## config.mk

```make
export PLATFORM = sky130hd
export DESIGN_NAME = xcvr_regs
export DESIGN_NICKNAME = d
export VERILOG_FILES = /design/src/xcvr_regs_pkg.sv /design/src/xcvr_regs.sv
export SDC_FILE = /design/constraint.sdc
export NUM_CORES = 1
export LEC_CHECK = 0
export BUFFER_PORTS_ARGS = -buffer_cell sky130_fd_sc_hd__buf_2
export CAP_MARGIN = 20
export CORE_ASPECT_RATIO = 0.6
export CORE_MARGIN = 4
export CORE_UTILIZATION = 30
export CTS_CLUSTER_SIZE = 40
export DETAILED_ROUTE_END_ITERATION = 8
export PLACE_DENSITY_LB_ADDON = 0.12
export SYNTH_ARGS = -nofsm -noshare
export SYNTH_HDL_FRONTEND = slang
export SYNTH_SLANG_ARGS = --single-unit
```

## constraint.sdc

```tcl
create_clock -name clock_i -period 5.1 [get_ports clock_i]
set_input_delay 0.255 -clock clock_i [delete_from_list [all_inputs] [get_ports clock_i]]
set_output_delay 0.255 -clock clock_i [all_outputs]
set_load 0.05 [all_outputs]
```

## src/xcvr_regs_pkg.sv

```systemverilog
// Register map, field positions and timing constants for the transceiver register bank
package xcvr_regs_pkg;
  localparam logic [7:0] CAN_CTRL_ADDR = 8'h20;
  localparam logic [7:0] LIN_CTRL_ADDR = 8'h21;
  localparam logic [7:0] XCVR_STAT_ADDR = 8'h22;
  localparam logic [7:0] CAN_CTRL_RESET = 8'h00;
  localparam logic [7:0] LIN_CTRL_RESET = 8'h00;
  localparam logic [7:0] CAN_CTRL_WMASK_PN = 8'h7F;
  localparam logic [7:0] CAN_CTRL_WMASK_NOPN = 8'h0F;
  localparam int LIN_TWO_SLOPE_POS = 6;
  localparam int LIN_TWO_MODE_POS = 4;
  localparam int LIN_ONE_SLOPE_POS = 2;
  localparam int LIN_ONE_MODE_POS = 0;
  localparam int CAN_MODE_POS = 0;
  localparam int CFG_VALID_POS = 5;
  localparam logic [1:0] MODE_OFFLINE = 2'h0;
  localparam logic [1:0] MODE_ACTIVE_A = 2'h1;
  localparam logic [1:0] MODE_ACTIVE_B = 2'h2;
  localparam logic [1:0] MODE_LISTEN = 2'h3;
  localparam logic [1:0] SLOPE_NO_TIMEOUT = 2'h2;
  localparam int STAT_TX_READY = 7;
  localparam int STAT_PN_ERR = 6;
  localparam int STAT_PN_CFG = 5;
  localparam int STAT_OSC = 4;
  localparam int STAT_SILENT = 3;
  localparam int STAT_LIN_LOW = 2;
  localparam int STAT_CAN_LOW = 1;
  localparam int STAT_CAN_TO = 0;
  localparam int CLK_HZ = 20_000_000;
  localparam int LIN_TIMEOUT_US = 20_000;
  localparam int LIN_TIMEOUT_CYCLES = (LIN_TIMEOUT_US / 1000) * (CLK_HZ / 1000);
  localparam int SILENCE_US = 1_000_000;
  localparam int SILENCE_CYCLES = (SILENCE_US / 1000) * (CLK_HZ / 1000);
endpackage

```

## src/xcvr_regs.sv

```systemverilog
// Transceiver control and status register bank with LIN time-out and CAN silence logic
`timescale 1ns/1ps
module xcvr_regs #(
  parameter int LIN_CHANNELS = 2,
  parameter bit HAS_PN = 1'b1,
  parameter int LIN_TIMEOUT = xcvr_regs_pkg::LIN_TIMEOUT_CYCLES,
  parameter int SILENCE_TIME = xcvr_regs_pkg::SILENCE_CYCLES
) (
  input wire logic clock_i,
  input wire logic srst_i,
  input wire logic wr_en_i,
  input wire logic rd_en_i,
  input wire logic [7:0] addr_i,
  input wire logic [7:0] wdata_i,
  output logic [7:0] rdata_o,
  input wire logic normal_mode_i,
  input wire logic can_tx_enabled_i,
  input wire logic fd_frame_error_flag_i,
  input wire logic wake_osc_locked_i,
  input wire logic can_bus_active_i,
  input wire logic lin_undervolt_i,
  input wire logic can_supply_rail_low_i,
  input wire logic can_tx_timeout_i,
  input wire logic [1:0] lin_transmit_input_i,
  output logic [1:0] lin_tx_enable_o,
  output logic [1:0] lin_rx_enable_o,
  output logic [1:0] lin_tx_data_o,
  output logic [1:0] can_mode_sel_o,
  output logic can_uv_detect_en_o
);
  typedef struct packed {
    logic [7:0] can_ctrl;
    logic [7:0] lin_ctrl;
    logic [7:0] rdata;
    logic [1:0] tx_s1;
    logic [1:0] tx_s2;
    logic [1:0] tx_prev;
    logic [1:0] to_hit;
    logic [1:0][31:0] to_cnt;
    logic [31:0] sil_cnt;
    logic [6:0] in_s1;
    logic [6:0] in_s2;
    logic [1:0] tx_en;
    logic [1:0] rx_en;
    logic [1:0] tx_data;
    logic lin_off_uv;
    logic [1:0] can_mode;
    logic can_uv;
  } state_s;
  state_s st_reg;
  state_s st_next;
  logic [7:0] status;
  logic [1:0] lin_mode [2];
  logic [1:0] lin_slope [2];

  // ----------------------------------------------------------------
  // Field decoding
  // ----------------------------------------------------------------
  function automatic logic mode_is_active(input logic [1:0] m);
    return (m == xcvr_regs_pkg::MODE_ACTIVE_A) || (m == xcvr_regs_pkg::MODE_ACTIVE_B);
  endfunction

  // CAN supply monitoring only runs in modes 01 and 11
  function automatic logic can_uv_active(input logic [1:0] m);
    return (m == xcvr_regs_pkg::MODE_ACTIVE_A) || (m == xcvr_regs_pkg::MODE_LISTEN);
  endfunction

  assign lin_mode[0] = st_reg.lin_ctrl[xcvr_regs_pkg::LIN_ONE_MODE_POS +: 2];
  assign lin_mode[1] = st_reg.lin_ctrl[xcvr_regs_pkg::LIN_TWO_MODE_POS +: 2];
  assign lin_slope[0] = st_reg.lin_ctrl[xcvr_regs_pkg::LIN_ONE_SLOPE_POS +: 2];
  assign lin_slope[1] = st_reg.lin_ctrl[xcvr_regs_pkg::LIN_TWO_SLOPE_POS +: 2];

  // ----------------------------------------------------------------
  // Status composition
  // ----------------------------------------------------------------
  always_comb
  begin
    logic cfg_ok;
    logic [1:0] cm;
    cfg_ok = st_reg.can_ctrl[xcvr_regs_pkg::CFG_VALID_POS];
    cm = st_reg.can_ctrl[xcvr_regs_pkg::CAN_MODE_POS +: 2];
    status = 8'h00;
    status[xcvr_regs_pkg::STAT_TX_READY] = st_reg.in_s2[0];
    if (HAS_PN)
    begin
      status[xcvr_regs_pkg::STAT_PN_ERR] = st_reg.in_s2[1] | ~cfg_ok;
      status[xcvr_regs_pkg::STAT_PN_CFG] = cfg_ok;
      status[xcvr_regs_pkg::STAT_OSC] = st_reg.in_s2[2];
    end
    status[xcvr_regs_pkg::STAT_SILENT] = (st_reg.sil_cnt >= 32'(SILENCE_TIME));
    status[xcvr_regs_pkg::STAT_LIN_LOW] = st_reg.lin_off_uv;
    status[xcvr_regs_pkg::STAT_CAN_LOW] = st_reg.in_s2[5] & normal_mode_i
      & can_uv_active(cm);
    status[xcvr_regs_pkg::STAT_CAN_TO] = st_reg.in_s2[6];
  end

  // ----------------------------------------------------------------
  // Next-state logic
  // ----------------------------------------------------------------
  always_comb
  begin
    logic [7:0] lin_wmask;
    st_next = st_reg;
    lin_wmask = (LIN_CHANNELS > 1) ? 8'hFF : 8'h0F;
    st_next.in_s1 = {can_tx_timeout_i, can_supply_rail_low_i, lin_undervolt_i,
      can_bus_active_i, wake_osc_locked_i, fd_frame_error_flag_i, can_tx_enabled_i};
    st_next.in_s2 = st_reg.in_s1;
    st_next.tx_s1 = lin_transmit_input_i;
    st_next.tx_s2 = st_reg.tx_s1;
    st_next.tx_prev = st_reg.tx_s2;
    st_next.can_mode = st_reg.can_ctrl[xcvr_regs_pkg::CAN_MODE_POS +: 2];
    st_next.can_uv = normal_mode_i
      && can_uv_active(st_reg.can_ctrl[xcvr_regs_pkg::CAN_MODE_POS +: 2]);
    if (wr_en_i)
    begin
      case (addr_i)
        xcvr_regs_pkg::CAN_CTRL_ADDR:
          st_next.can_ctrl = wdata_i & (HAS_PN ? xcvr_regs_pkg::CAN_CTRL_WMASK_PN
            : xcvr_regs_pkg::CAN_CTRL_WMASK_NOPN);
        xcvr_regs_pkg::LIN_CTRL_ADDR:
          st_next.lin_ctrl = wdata_i & lin_wmask;
        default:
          st_next.lin_ctrl = st_reg.lin_ctrl;
      endcase
    end
    if (rd_en_i)
    begin
      case (addr_i)
        xcvr_regs_pkg::CAN_CTRL_ADDR: st_next.rdata = st_reg.can_ctrl;
        xcvr_regs_pkg::LIN_CTRL_ADDR: st_next.rdata = st_reg.lin_ctrl;
        xcvr_regs_pkg::XCVR_STAT_ADDR: st_next.rdata = status;
        default: st_next.rdata = 8'h00;
      endcase
    end
    // Silence timer saturates at the threshold
    if (st_reg.in_s2[3])
      st_next.sil_cnt = 32'h0000_0000;
    else if (st_reg.sil_cnt < 32'(SILENCE_TIME))
      st_next.sil_cnt = st_reg.sil_cnt + 32'h0000_0001;
    // LIN undervoltage in Normal mode holds offline while supply is low; clears on recovery or outside Normal
    if (normal_mode_i && st_reg.in_s2[4])
      st_next.lin_off_uv = 1'b1;
    else
      st_next.lin_off_uv = 1'b0;
    for (int i = 0; i < 2; i++)
    begin
      if (st_reg.tx_s2[i] || lin_slope[i] == xcvr_regs_pkg::SLOPE_NO_TIMEOUT)
      begin
        st_next.to_cnt[i] = 32'h0000_0000;
        st_next.to_hit[i] = 1'b0;
      end
      else if (st_reg.tx_prev[i] && !st_reg.tx_s2[i])
        st_next.to_cnt[i] = 32'h0000_0001;
      else if (st_reg.to_cnt[i] >= 32'(LIN_TIMEOUT))
        st_next.to_hit[i] = 1'b1;
      else if (st_reg.to_cnt[i] != 32'h0000_0000)
        st_next.to_cnt[i] = st_reg.to_cnt[i] + 32'h0000_0001;
      st_next.rx_en[i] = 1'b0;
      st_next.tx_en[i] = 1'b0;
      if (i < LIN_CHANNELS && !st_reg.lin_off_uv)
      begin
        case (lin_mode[i])
          xcvr_regs_pkg::MODE_ACTIVE_A, xcvr_regs_pkg::MODE_ACTIVE_B:
          begin
            st_next.rx_en[i] = normal_mode_i;
            st_next.tx_en[i] = normal_mode_i && mode_is_active(lin_mode[i]);
          end
          xcvr_regs_pkg::MODE_LISTEN:
            st_next.rx_en[i] = 1'b1;
          default:
            st_next.rx_en[i] = 1'b0;
        endcase
      end
      // Bus forced recessive once time-out fires
      st_next.tx_data[i] = st_reg.tx_s2[i] | st_reg.to_hit[i] | ~st_next.tx_en[i];
    end
  end

  always_ff @(posedge clock_i)
  begin
    if (srst_i)
    begin
      st_reg <= '0;
      st_reg.can_ctrl <= xcvr_regs_pkg::CAN_CTRL_RESET;
      st_reg.lin_ctrl <= xcvr_regs_pkg::LIN_CTRL_RESET;
      st_reg.tx_s1 <= 2'h3;
      st_reg.tx_s2 <= 2'h3;
      st_reg.tx_prev <= 2'h3;
      st_reg.tx_data <= 2'h3;
    end
    else
      st_reg <= st_next;
  end

  // ----------------------------------------------------------------
  // Outputs
  // ----------------------------------------------------------------
  assign rdata_o = st_reg.rdata;
  assign lin_tx_enable_o = st_reg.tx_en;
  assign lin_rx_enable_o = st_reg.rx_en;
  assign lin_tx_data_o = st_reg.tx_data;
  assign can_mode_sel_o = st_reg.can_mode;
  assign can_uv_detect_en_o = st_reg.can_uv;

  // ----------------------------------------------------------------
  // Checks
  // ----------------------------------------------------------------
  a_listen_no_tx: assert property (@(posedge clock_i) disable iff (srst_i)
    $past(lin_mode[0]) == xcvr_regs_pkg::MODE_LISTEN |-> !lin_tx_enable_o[0])
    else $error("Listen-only channel transmits");
  a_offline_quiet: assert property (@(posedge clock_i) disable iff (srst_i)
    $past(lin_mode[0]) == xcvr_regs_pkg::MODE_OFFLINE |-> !lin_rx_enable_o[0])
    else $error("Offline channel receives");
  a_timeout_recessive: assert property (@(posedge clock_i) disable iff (srst_i)
    st_reg.to_hit[0] |=> lin_tx_data_o[0])
    else $error("Time-out did not force recessive");
  a_slope_notimeout: assert property (@(posedge clock_i) disable iff (srst_i)
    lin_slope[0] == xcvr_regs_pkg::SLOPE_NO_TIMEOUT |=> !st_reg.to_hit[0])
    else $error("Time-out fired while disabled");
  a_stat_ro: assert property (@(posedge clock_i) disable iff (srst_i)
    wr_en_i && addr_i == xcvr_regs_pkg::XCVR_STAT_ADDR |=> $stable(st_reg.can_ctrl)
      && $stable(st_reg.lin_ctrl))
    else $error("Status write changed control");
  a_cfg_mirror: assert property (@(posedge clock_i) disable iff (srst_i)
    HAS_PN |-> status[xcvr_regs_pkg::STAT_PN_CFG] == st_reg.can_ctrl[5])
    else $error("Config status mismatch");
  a_pn_err: assert property (@(posedge clock_i) disable iff (srst_i)
    HAS_PN && !st_reg.can_ctrl[5] |-> status[xcvr_regs_pkg::STAT_PN_ERR])
    else $error("Config error not reported");
  a_can_low_gate: assert property (@(posedge clock_i) disable iff (srst_i)
    !normal_mode_i |-> !status[xcvr_regs_pkg::STAT_CAN_LOW])
    else $error("Supply low outside Normal");
  a_lin_low_gate: assert property (@(posedge clock_i) disable iff (srst_i)
    st_reg.lin_off_uv |=> !lin_tx_enable_o[0] && !lin_tx_enable_o[1])
    else $error("LIN active during undervoltage");
  a_listen_rx_on: assert property (@(posedge clock_i) disable iff (srst_i)
    $past(lin_mode[0]) == xcvr_regs_pkg::MODE_LISTEN && !$past(st_reg.lin_off_uv)
      |-> lin_rx_enable_o[0])
    else $error("Listen-only channel deaf");
  a_listen_rx_two: assert property (@(posedge clock_i) disable iff (srst_i)
    (LIN_CHANNELS > 1) && $past(lin_mode[1]) == xcvr_regs_pkg::MODE_LISTEN
      && !$past(st_reg.lin_off_uv) |-> lin_rx_enable_o[1] && !lin_tx_enable_o[1])
    else $error("Second listen-only channel wrong");
  a_active_tx_one: assert property (@(posedge clock_i) disable iff (srst_i)
    mode_is_active($past(lin_mode[0])) && $past(normal_mode_i)
      && !$past(st_reg.lin_off_uv) |-> lin_tx_enable_o[0] && lin_rx_enable_o[0])
    else $error("Active channel one not enabled");
  a_active_tx_two: assert property (@(posedge clock_i) disable iff (srst_i)
    (LIN_CHANNELS > 1) && mode_is_active($past(lin_mode[1])) && $past(normal_mode_i)
      && !$past(st_reg.lin_off_uv) |-> lin_tx_enable_o[1] && lin_rx_enable_o[1])
    else $error("Active channel two not enabled");
  a_offline_two: assert property (@(posedge clock_i) disable iff (srst_i)
    $past(lin_mode[1]) == xcvr_regs_pkg::MODE_OFFLINE
      |-> !lin_rx_enable_o[1] && !lin_tx_enable_o[1])
    else $error("Offline channel two enabled");
  a_no_tx_outside: assert property (@(posedge clock_i) disable iff (srst_i)
    !$past(normal_mode_i) |-> lin_tx_enable_o == 2'b00)
    else $error("LIN transmits outside Normal");
  a_tx_ready_stat: assert property (@(posedge clock_i) disable iff (srst_i)
    !$past(srst_i) && !$past(srst_i, 2)
      |-> status[xcvr_regs_pkg::STAT_TX_READY] == $past(can_tx_enabled_i, 2))
    else $error("Transmitter ready status wrong");
  a_osc_stat: assert property (@(posedge clock_i) disable iff (srst_i)
    HAS_PN && !$past(srst_i) && !$past(srst_i, 2)
      |-> status[xcvr_regs_pkg::STAT_OSC] == $past(wake_osc_locked_i, 2))
    else $error("Oscillator status wrong");
  a_can_to_stat: assert property (@(posedge clock_i) disable iff (srst_i)
    !$past(srst_i) && !$past(srst_i, 2)
      |-> status[xcvr_regs_pkg::STAT_CAN_TO] == $past(can_tx_timeout_i, 2))
    else $error("CAN failure status wrong");
  a_can_low_set: assert property (@(posedge clock_i) disable iff (srst_i)
    !$past(srst_i) && !$past(srst_i, 2) && normal_mode_i && st_reg.can_ctrl[0]
      && $past(can_supply_rail_low_i, 2) |-> status[xcvr_regs_pkg::STAT_CAN_LOW])
    else $error("CAN supply low not reported");
  a_silent_clear: assert property (@(posedge clock_i) disable iff (srst_i)
    st_reg.in_s2[3] |=> !status[xcvr_regs_pkg::STAT_SILENT])
    else $error("Silence reported while bus active");
  a_silent_set: assert property (@(posedge clock_i) disable iff (srst_i)
    st_reg.sil_cnt == 32'(SILENCE_TIME - 1) && !st_reg.in_s2[3]
      |=> status[xcvr_regs_pkg::STAT_SILENT])
    else $error("Silence not reported");
  a_uv_offline: assert property (@(posedge clock_i) disable iff (srst_i)
    normal_mode_i && st_reg.in_s2[4] |=> status[xcvr_regs_pkg::STAT_LIN_LOW])
    else $error("LIN undervoltage not reported");
  a_uv_not_normal: assert property (@(posedge clock_i) disable iff (srst_i)
    !normal_mode_i |=> !status[xcvr_regs_pkg::STAT_LIN_LOW])
    else $error("LIN undervoltage outside Normal");
  a_timeout_fires: assert property (@(posedge clock_i) disable iff (srst_i)
    st_reg.to_cnt[0] >= 32'(LIN_TIMEOUT) && !st_reg.tx_s2[0]
      && lin_slope[0] != xcvr_regs_pkg::SLOPE_NO_TIMEOUT |=> st_reg.to_hit[0])
    else $error("Dominant time-out missed");
  a_edge_clears: assert property (@(posedge clock_i) disable iff (srst_i)
    st_reg.tx_s2[0] |=> !st_reg.to_hit[0])
    else $error("Rising edge did not clear time-out");
  a_can_reserved: assert property (@(posedge clock_i) disable iff (srst_i)
    !st_reg.can_ctrl[7])
    else $error("Reserved CAN control bit set");
  a_mode_copy: assert property (@(posedge clock_i) disable iff (srst_i)
    !$past(srst_i) |-> can_mode_sel_o == $past(st_reg.can_ctrl[1:0]))
    else $error("CAN mode output wrong");
  a_uv_det_mode: assert property (@(posedge clock_i) disable iff (srst_i)
    !$past(srst_i) |-> can_uv_detect_en_o == ($past(normal_mode_i)
      && $past(st_reg.can_ctrl[0])))
    else $error("CAN undervoltage detect wrong");
  a_rdata_hold: assert property (@(posedge clock_i) disable iff (srst_i)
    !rd_en_i |=> $stable(rdata_o))
    else $error("Read data changed without read");
endmodule

```

==> results of run 1 <==
-- power by group through the flow --
stage	clock (mW)	sequential [mW]	combinational, mW
final	1.19	1.19	0.0523
after floorplan	0	1.22	0.0290
after global routing	1.28	1.19	0.0593
after global placement	0	1.22	0.0508
after detailed placement	0	1.22	0.0520
after CTS	1.23	1.19	0.0534
-- final cells by class --
class                           count  area [sq um]
Fill cell                        2151         13600
Multi-Input combinational cell    501          3070
Sequential cell                   151          3020
Clock buffer                       23           458
Tap cell                          279           349
Timing Repair Buffer               52           280
Clock inverter                      9          93.8
Inverter                           19          71.3
-- cell usage in the layout (no fill, tap or decap), drive strengths merged, types with 3 or more instances in the layout --
master	synthesis	final
buf	25	49
o211ai	5	5
and2	38	38
nand3b	3	3
a22oi	3	3
nand4	19	19
nor4b	3	3
o21ai	34	34
nand2	56	56
o31ai	9	9
or3	29	29
inv	18	21
a41o	4	4
nor4	17	17
nor3	14	14
xnor2	7	7
nand3	29	29
mux2i	23	23
dfxtp	151	151
nor2	53	53
or2	8	8
a21oi	51	51
clkbuf	20	24
clkinvlp	0	5
a31o	6	6
and3	15	15
or4	13	13
a31oi	4	4
ha	10	10
nor2b	21	21
-- critical path: cells and delay by family (launching register included) --
family,cells,cell delay [ns]
AO/OA/AOI/OAI,2,0.41
AND/OR/NAND/NOR,3,1.72
flip-flops,1,0.31
-- worst min-delay path by stage --
| stage | slack (ns) | start | cells past startpoint | endpoint |
|---|---|---|---|---|
| after floorplan | 0.36 | lin_transmit_input_i[0] | 1 | st_next[124] |
| after global placement | 0.39 | st_next[125] | 1 | st_next[123] |
| after detailed placement | 0.39 | st_next[125] | 1 | st_next[123] |
| after CTS | 0.01 | can_tx_enabled_i | 2 | st_next[10] |
| after global routing | 0.03 | can_bus_active_i | 2 | st_next[13] |
| final | 0.04 | can_bus_active_i | 2 | st_next[13] |
-- metal layers --
layer,vias to the layer above,share of wire (%)
met1,2435,55
met4,0,1.2
met3,15,3.7
li1,2611,-
met2,82,40
met5,-,0
-- kinds of logic after synthesis --
group / count (synthesis)
AND/OR/NAND/NOR: 328
flip-flops: 151
AO/OA/AOI/OAI: 132
buffers and inverters: 64
multiplexers: 23
adder cells (fa/ha/maj): 10
XOR/XNOR: 8
-- per-stage QoR --
step	util, %	cells	power [mW]	hold WS [ns]	setup slack, ns
floorplan	-	716	1.25	0.359	3.11
global placement	32.2	999	1.27	0.394	2.55
detailed placement	32.2	999	1.27	0.393	2.45
CTS	35.0	1033	2.48	0.00962	2.63
global route	35.0	1034	2.54	0.0261	2.42
finish	35.0	1034	2.43	0.0396	2.54
==> out/metrics.csv, run 1 <==
stage,metric,value,unit
routing,num_vias,5143,
timing,max_freq,0.390,GHz
critical_path,max_stage_delay,0.65,ns
clock_network,cts_buffer_depth,2,
synth,synth_top_family_by_area,simple AND/OR/NAND/NOR gates,
floorplanning,rows,41,
run_status,status,completed,
synth,synth-compound-area-share,13.0,%
power_and_ir_drop,clkPwrFrac,48.8,%
place,dpl.hpwl,10.5,mm
grt,grtUsageTotal,13.1,%
flow_run,drv_cap,0,
power_and_ir_drop,switchingPower,0.536,mW
place,place_area,0.00676,sq mm
floorplanning,core_area,0.0210,sq mm
timing,finalCritPeriodShare,50.3,%
synth,muxShareOfSynthArea,3.60,%
floorplanning,die_y,121,um
grt,grt_util_met2,17.6,%
grt,met3_usage,3.77,%
routing,dr.pass1.iters,4,
critical_path,rrSetupSlack,2.54,ns
synth,synth_edf_count,0,
floorplanning,floorplan.initialDensity,30.5,%
power_and_ir_drop,seqPwrFrac,49.0,%
critical_path,r2r_cells,5,
critical_path,rr_endpoint,st_reg[88],
grt,overflow,0,
floorplanning,pin_count,47,
timing,rsz0062_at_grt,no,
critical_path,critical_path.max_fanout,8,
synth,synthTopCellsByArea,"dfxtp_1 (47%), a21oi_1 (4.0%), and2_1 (3.7%), mux2i_1 (3.6%), nand2_1 (3.3%)",
timing,fin_setup_tns,0,ns
routing,wl_per_cell,14.3,um
grt,grt_max_degree,52,
critical_path,worstPathArrival,2.88,ns
synth,synth_seq_cells,151,
grt,global_route.usage.met1,19.4,%
synth,synth_cell_types,55,
critical_path,reg2reg_from,st_reg[119],
timing,min_period,2.56,ns
synth,async_reset_ff_share,0,%
clock_network,clock_sinks,151,
floorplanning,die_w,197,um
synth,synth_fa_ha_area_share,1.96,%
finish,num_antenna_cells,0,
timing,tightest_slew,0.917,ns
power_and_ir_drop,netSwitchingFraction,22.0,%
synth,yosys.area_share.simple,28.1,%
synth,synth_top_area_share,47.3,%
clock_network,post_cts_resized,0,
critical_path,cp.required,5.41,ns
worst_hold_path,hold_path.class,in2reg,
synth,syn_avg_cell_area,8.93,sq um
clock_network,cts_buffers,17,
finish,syn_to_final_growth,14.7,%
critical_path,crit_end,st_reg[88],
power_and_ir_drop,power_leakage,2.72,nW
place,gp_congestion,0.824,
routing,wirelength,14.8,mm
synth,synthXorXnorAreaFrac,1.10,%
grt,antenna_found_initial,0,
routing,drc_errors,0,
critical_path,worstSetupEndpointType,flip-flop,
place,port_buffers,46,
synth,synth_flop_cell,dfxtp_1,
clock_network,htreeDepth,4,
routing,viasPerCell,4.97,
critical_path,critPathLaunch,st_reg[119],
critical_path,crit_path_cell_trace,nor4_1 > nand4_1 > nor3_1 > a21oi_1 > o31a_1,
finish,fin_area,0.00734,sq mm
clock_network,clk_pin_slew,0.06,ns
critical_path,crit_type,reg2reg,
critical_path,slowest_stage,nor3_1,
synth,syn_nets,756,
synth,netlist_area,0.00640,sq mm
timing,finalSetupViolations,0,
routing,antenna_left,0,
power_and_ir_drop,p_per_area,332,mW/mm^2
finish,layout-drive-gt1-share,12.7,%
timing,slew_headroom,38.3,%
routing,drt_iter0_drc,255,
synth,synth_common_cells,"dfxtp_1 (151), nand2_1 (56), nor2_1 (53)",
synth,yosys_warnings,0,
grt,busiest_layer,met1,
timing,hold_violations,0,
timing,slew_viol_final,0,
power_and_ir_drop,power_frac_comb,2.1,%
power_and_ir_drop,ir_drop,0.243,mV
clock_network,cts_hold_buf,2,
synth,synth_most_common_cell,dfxtp_1,
clock_network,cts_tree,done,
critical_path,start_kind,flip-flop,
clock_network,clk_latency,0.43,ns
synth,seq_area_frac_synth,47.3,%
timing,worst_clock_skew,0.00833,ns
floorplanning,die_area,0.0238,sq mm
synth,syn_inst,716,
synth,yosysTopAreaCell,dfxtp_1,
grt,grt_pass1_vias,4907,
clock_network,post-cts-setup-buffers,0,
finish,nets,782,
finish,largest_register_ffs,113,
clock_network,root_buffer,clkbuf_16,
power_and_ir_drop,internal-power,1.90,mW
grt,grt_pass1_wl,24.9,mm
Power figures use the tool's default switching activity.
==> run 2: changes to the inputs <==
Clock period 5.1 ns to 2.2 ns, I/O delays scaled along.
==> run 2 against run 1 <==
Against the previous run: design area is 7.4% higher; global-route usage is 0.72 points higher; total power is 140% higher; register-to-register slack worse by 2.4 ns; wire length is 5.7% higher; largest cell class unchanged; largest power group is now the clock network.
==> out/metrics.csv, run 2 (synthesis results as in run 1) <==
stage,metric,value,unit,change
timing,max_freq,0.482,GHz,+24%
routing,wl_per_cell,14.4,um,+0.23%
floorplanning,die_area,0.0238,sq mm,unchanged
finish,layout_common_cells,"dfxtp_1 (151), nand2_1 (56), nor2_1 (53)",,
critical_path,crit_type,reg2reg,,
clock_network,cts_tree,done,,
clock_network,htreeDepth,4,,unchanged
floorplanning,core_area,0.0210,sq mm,unchanged
place,gp_congestion,0.805,,-2.4%
routing,drt_iter0_drc,232,,-9.0%
grt,antenna_found_initial,0,,unchanged
power_and_ir_drop,p_total,5.87,mW,+140%
floorplanning,die_y,121,um,unchanged
grt,grtUsageTotal,13.8,%,+0.72 points
clock_network,clk_latency,0.42,ns,about the same
grt,overflow,0,,unchanged
floorplanning,pin_count,47,,unchanged
power_and_ir_drop,ir_drop,0.555,mV,+130%
finish,finish.utilization,37.6,%,+2.6 points
critical_path,critical_path.max_fanout,5,,-3
power_and_ir_drop,p_per_area,745,mW/mm^2,+120%
floorplanning,die_w,197,um,unchanged
flow_run,drv_cap,0,,unchanged
finish,num_antenna_cells,0,,unchanged
place,port_buffers,46,,unchanged
worst_hold_path,hold_path.class,in2reg,,
finish,nets,838,,+7.2%
timing,hold_violations,0,,unchanged
finish,nFillCells,2080,,-3.3%
timing,slew_headroom,58.6,%,+20 points
critical_path,cp.required,2.56,ns,-2.85 ns
timing,worst_clock_skew,0.00907,ns,+0.000743 ns
grt,grt_pass1_wl,26.4,mm,+6.3%
grt,grt_max_degree,43,,-17%
timing,finalCritPeriodShare,94.4,%,+44 points
floorplanning,rows,41,,unchanged
critical_path,worstSetupEndpointType,flip-flop,,
clock_network,cts_buffer_depth,2,,unchanged
clock_network,cts_buffers,17,,unchanged
routing,num_vias,5415,,+5.3%
routing,drc_errors,0,,unchanged
clock_network,root_buffer,clkbuf_16,,
routing,viasPerCell,4.97,,-0.12%
routing,wirelength,15.7,mm,+5.7%
finish,syn_to_final_growth,23.3,%,
place,dp.cells,1035,,+3.6%
place,dpl.hpwl,11.2,mm,+7.3%
clock_network,clk_pin_slew,0.07,ns,about the same
timing,rsz0062_at_grt,no,,
routing,drt-met1-wl,8.73,mm,+6.5%
routing,highest_layer,met4,,
finish,final_common_cell,dfxtp_1,,
finish,largest_register_ffs,113,,unchanged
power_and_ir_drop,power_leakage,3.03,nW,+11%
floorplanning,floorplan.initialDensity,30.5,%,unchanged
critical_path,worstPathArrival,2.43,ns,-0.45 ns
finish,layout-drive-gt1-share,17.6,%,+4.9 points
critical_path,start_kind,flip-flop,,
timing,finalSetupViolations,0,,unchanged
clock_network,clock_sinks,151,,unchanged
routing,met2WireLength,6.13,mm,+4.0%
grt,grt_pass1_vias,5125,,+4.4%
routing,antenna_left,0,,unchanged
timing,min_period,2.08,ns,-0.489 ns
routing,dr.pass1.iters,5,,+1
timing,slew_viol_final,0,,unchanged
routing,wl_met3,643,um,+18%
finish,stdcell_count,1090,,+5.4%
timing,tightest_slew,0.621,ns,-0.297 ns
run_status,status,completed,,
==> run 2: worst paths after layout <==
kind	depth (start not counted)	startpoint	slack (ns)	endpoint
max	7	st_reg[49]	0.12	st_reg[27]
min	5	addr_i[3]	0.12	rdata_o[1]
max reg2reg	7	st_reg[49]	0.12	st_reg[27]
min reg2reg	1	st_next[125]	0.41	st_next[123]
==> run 2: worst max-delay path, stage by stage (launching register included) <==
cell     delay [ns]
dfxtp_1        0.32
nor4_2         0.27
buf_4          0.15
nand3_1        0.16
buf_4          0.19
or2_1          0.27
or4_1          0.51
a21oi_1        0.14
==> run 2: metrics by stage <==
step           setup TNS (ns)  hold WS, ns  setup WS [ns]  cell area (sq um)
2_1_floorplan               0        0.214          0.209               6400
3_3_place_gp                0        0.308         0.0186               7030
3_5_place_dp         -0.00244        0.313       -0.00244               7030
4_1_cts                     0        0.103         0.0588               7840
5_1_grt                     0        0.133         0.0106               7890
6_report                    0        0.122          0.124               7890
==> run 2: cell type report <==
| class | instances | area (sq um) | share of cell area, % |
|---|---|---|---|
| well taps | 279 | 349 | 4.43 |
| repair buffers | 108 | 746 | 9.46 |
| flip-flops and latches | 151 | 3020 | 38.3 |
| multi-input cells | 501 | 3100 | 39.3 |
| clock buffers | 20 | 457 | 5.79 |
| inverters | 19 | 71.3 | 0.904 |
| clock inverters | 12 | 141 | 1.79 |
==> run 2: repair_timing <==
action / in CTS / in global routing
pin swaps: 0 / 2
gates cloned: 0 / 0
setup endpoints to repair: 3 / 10
hold endpoints to repair: 30 / 0
setup buffers: 0 / 3
resized for setup: 1 / 6
hold buffers: 20 / 0
==> run 2: per-layer routing <==
layer  up-vias  track usage, %
met5         -               0
met1      2572            21.4
met4         0            4.05
met2       112            18.5
met3        11            3.52
li1       2720               -
==> run 2: power by group <==
| group | leakage (nW) | switching (mW) | internal (mW) |
|---|---|---|---|
| sequential | 1.22 | 0.0110 | 2.76 |
| clock | 0.288 | 1.21 | 1.75 |
| combinational | 1.53 | 0.0787 | 0.0723 |
| total | 3.03 | 1.30 | 4.57 |
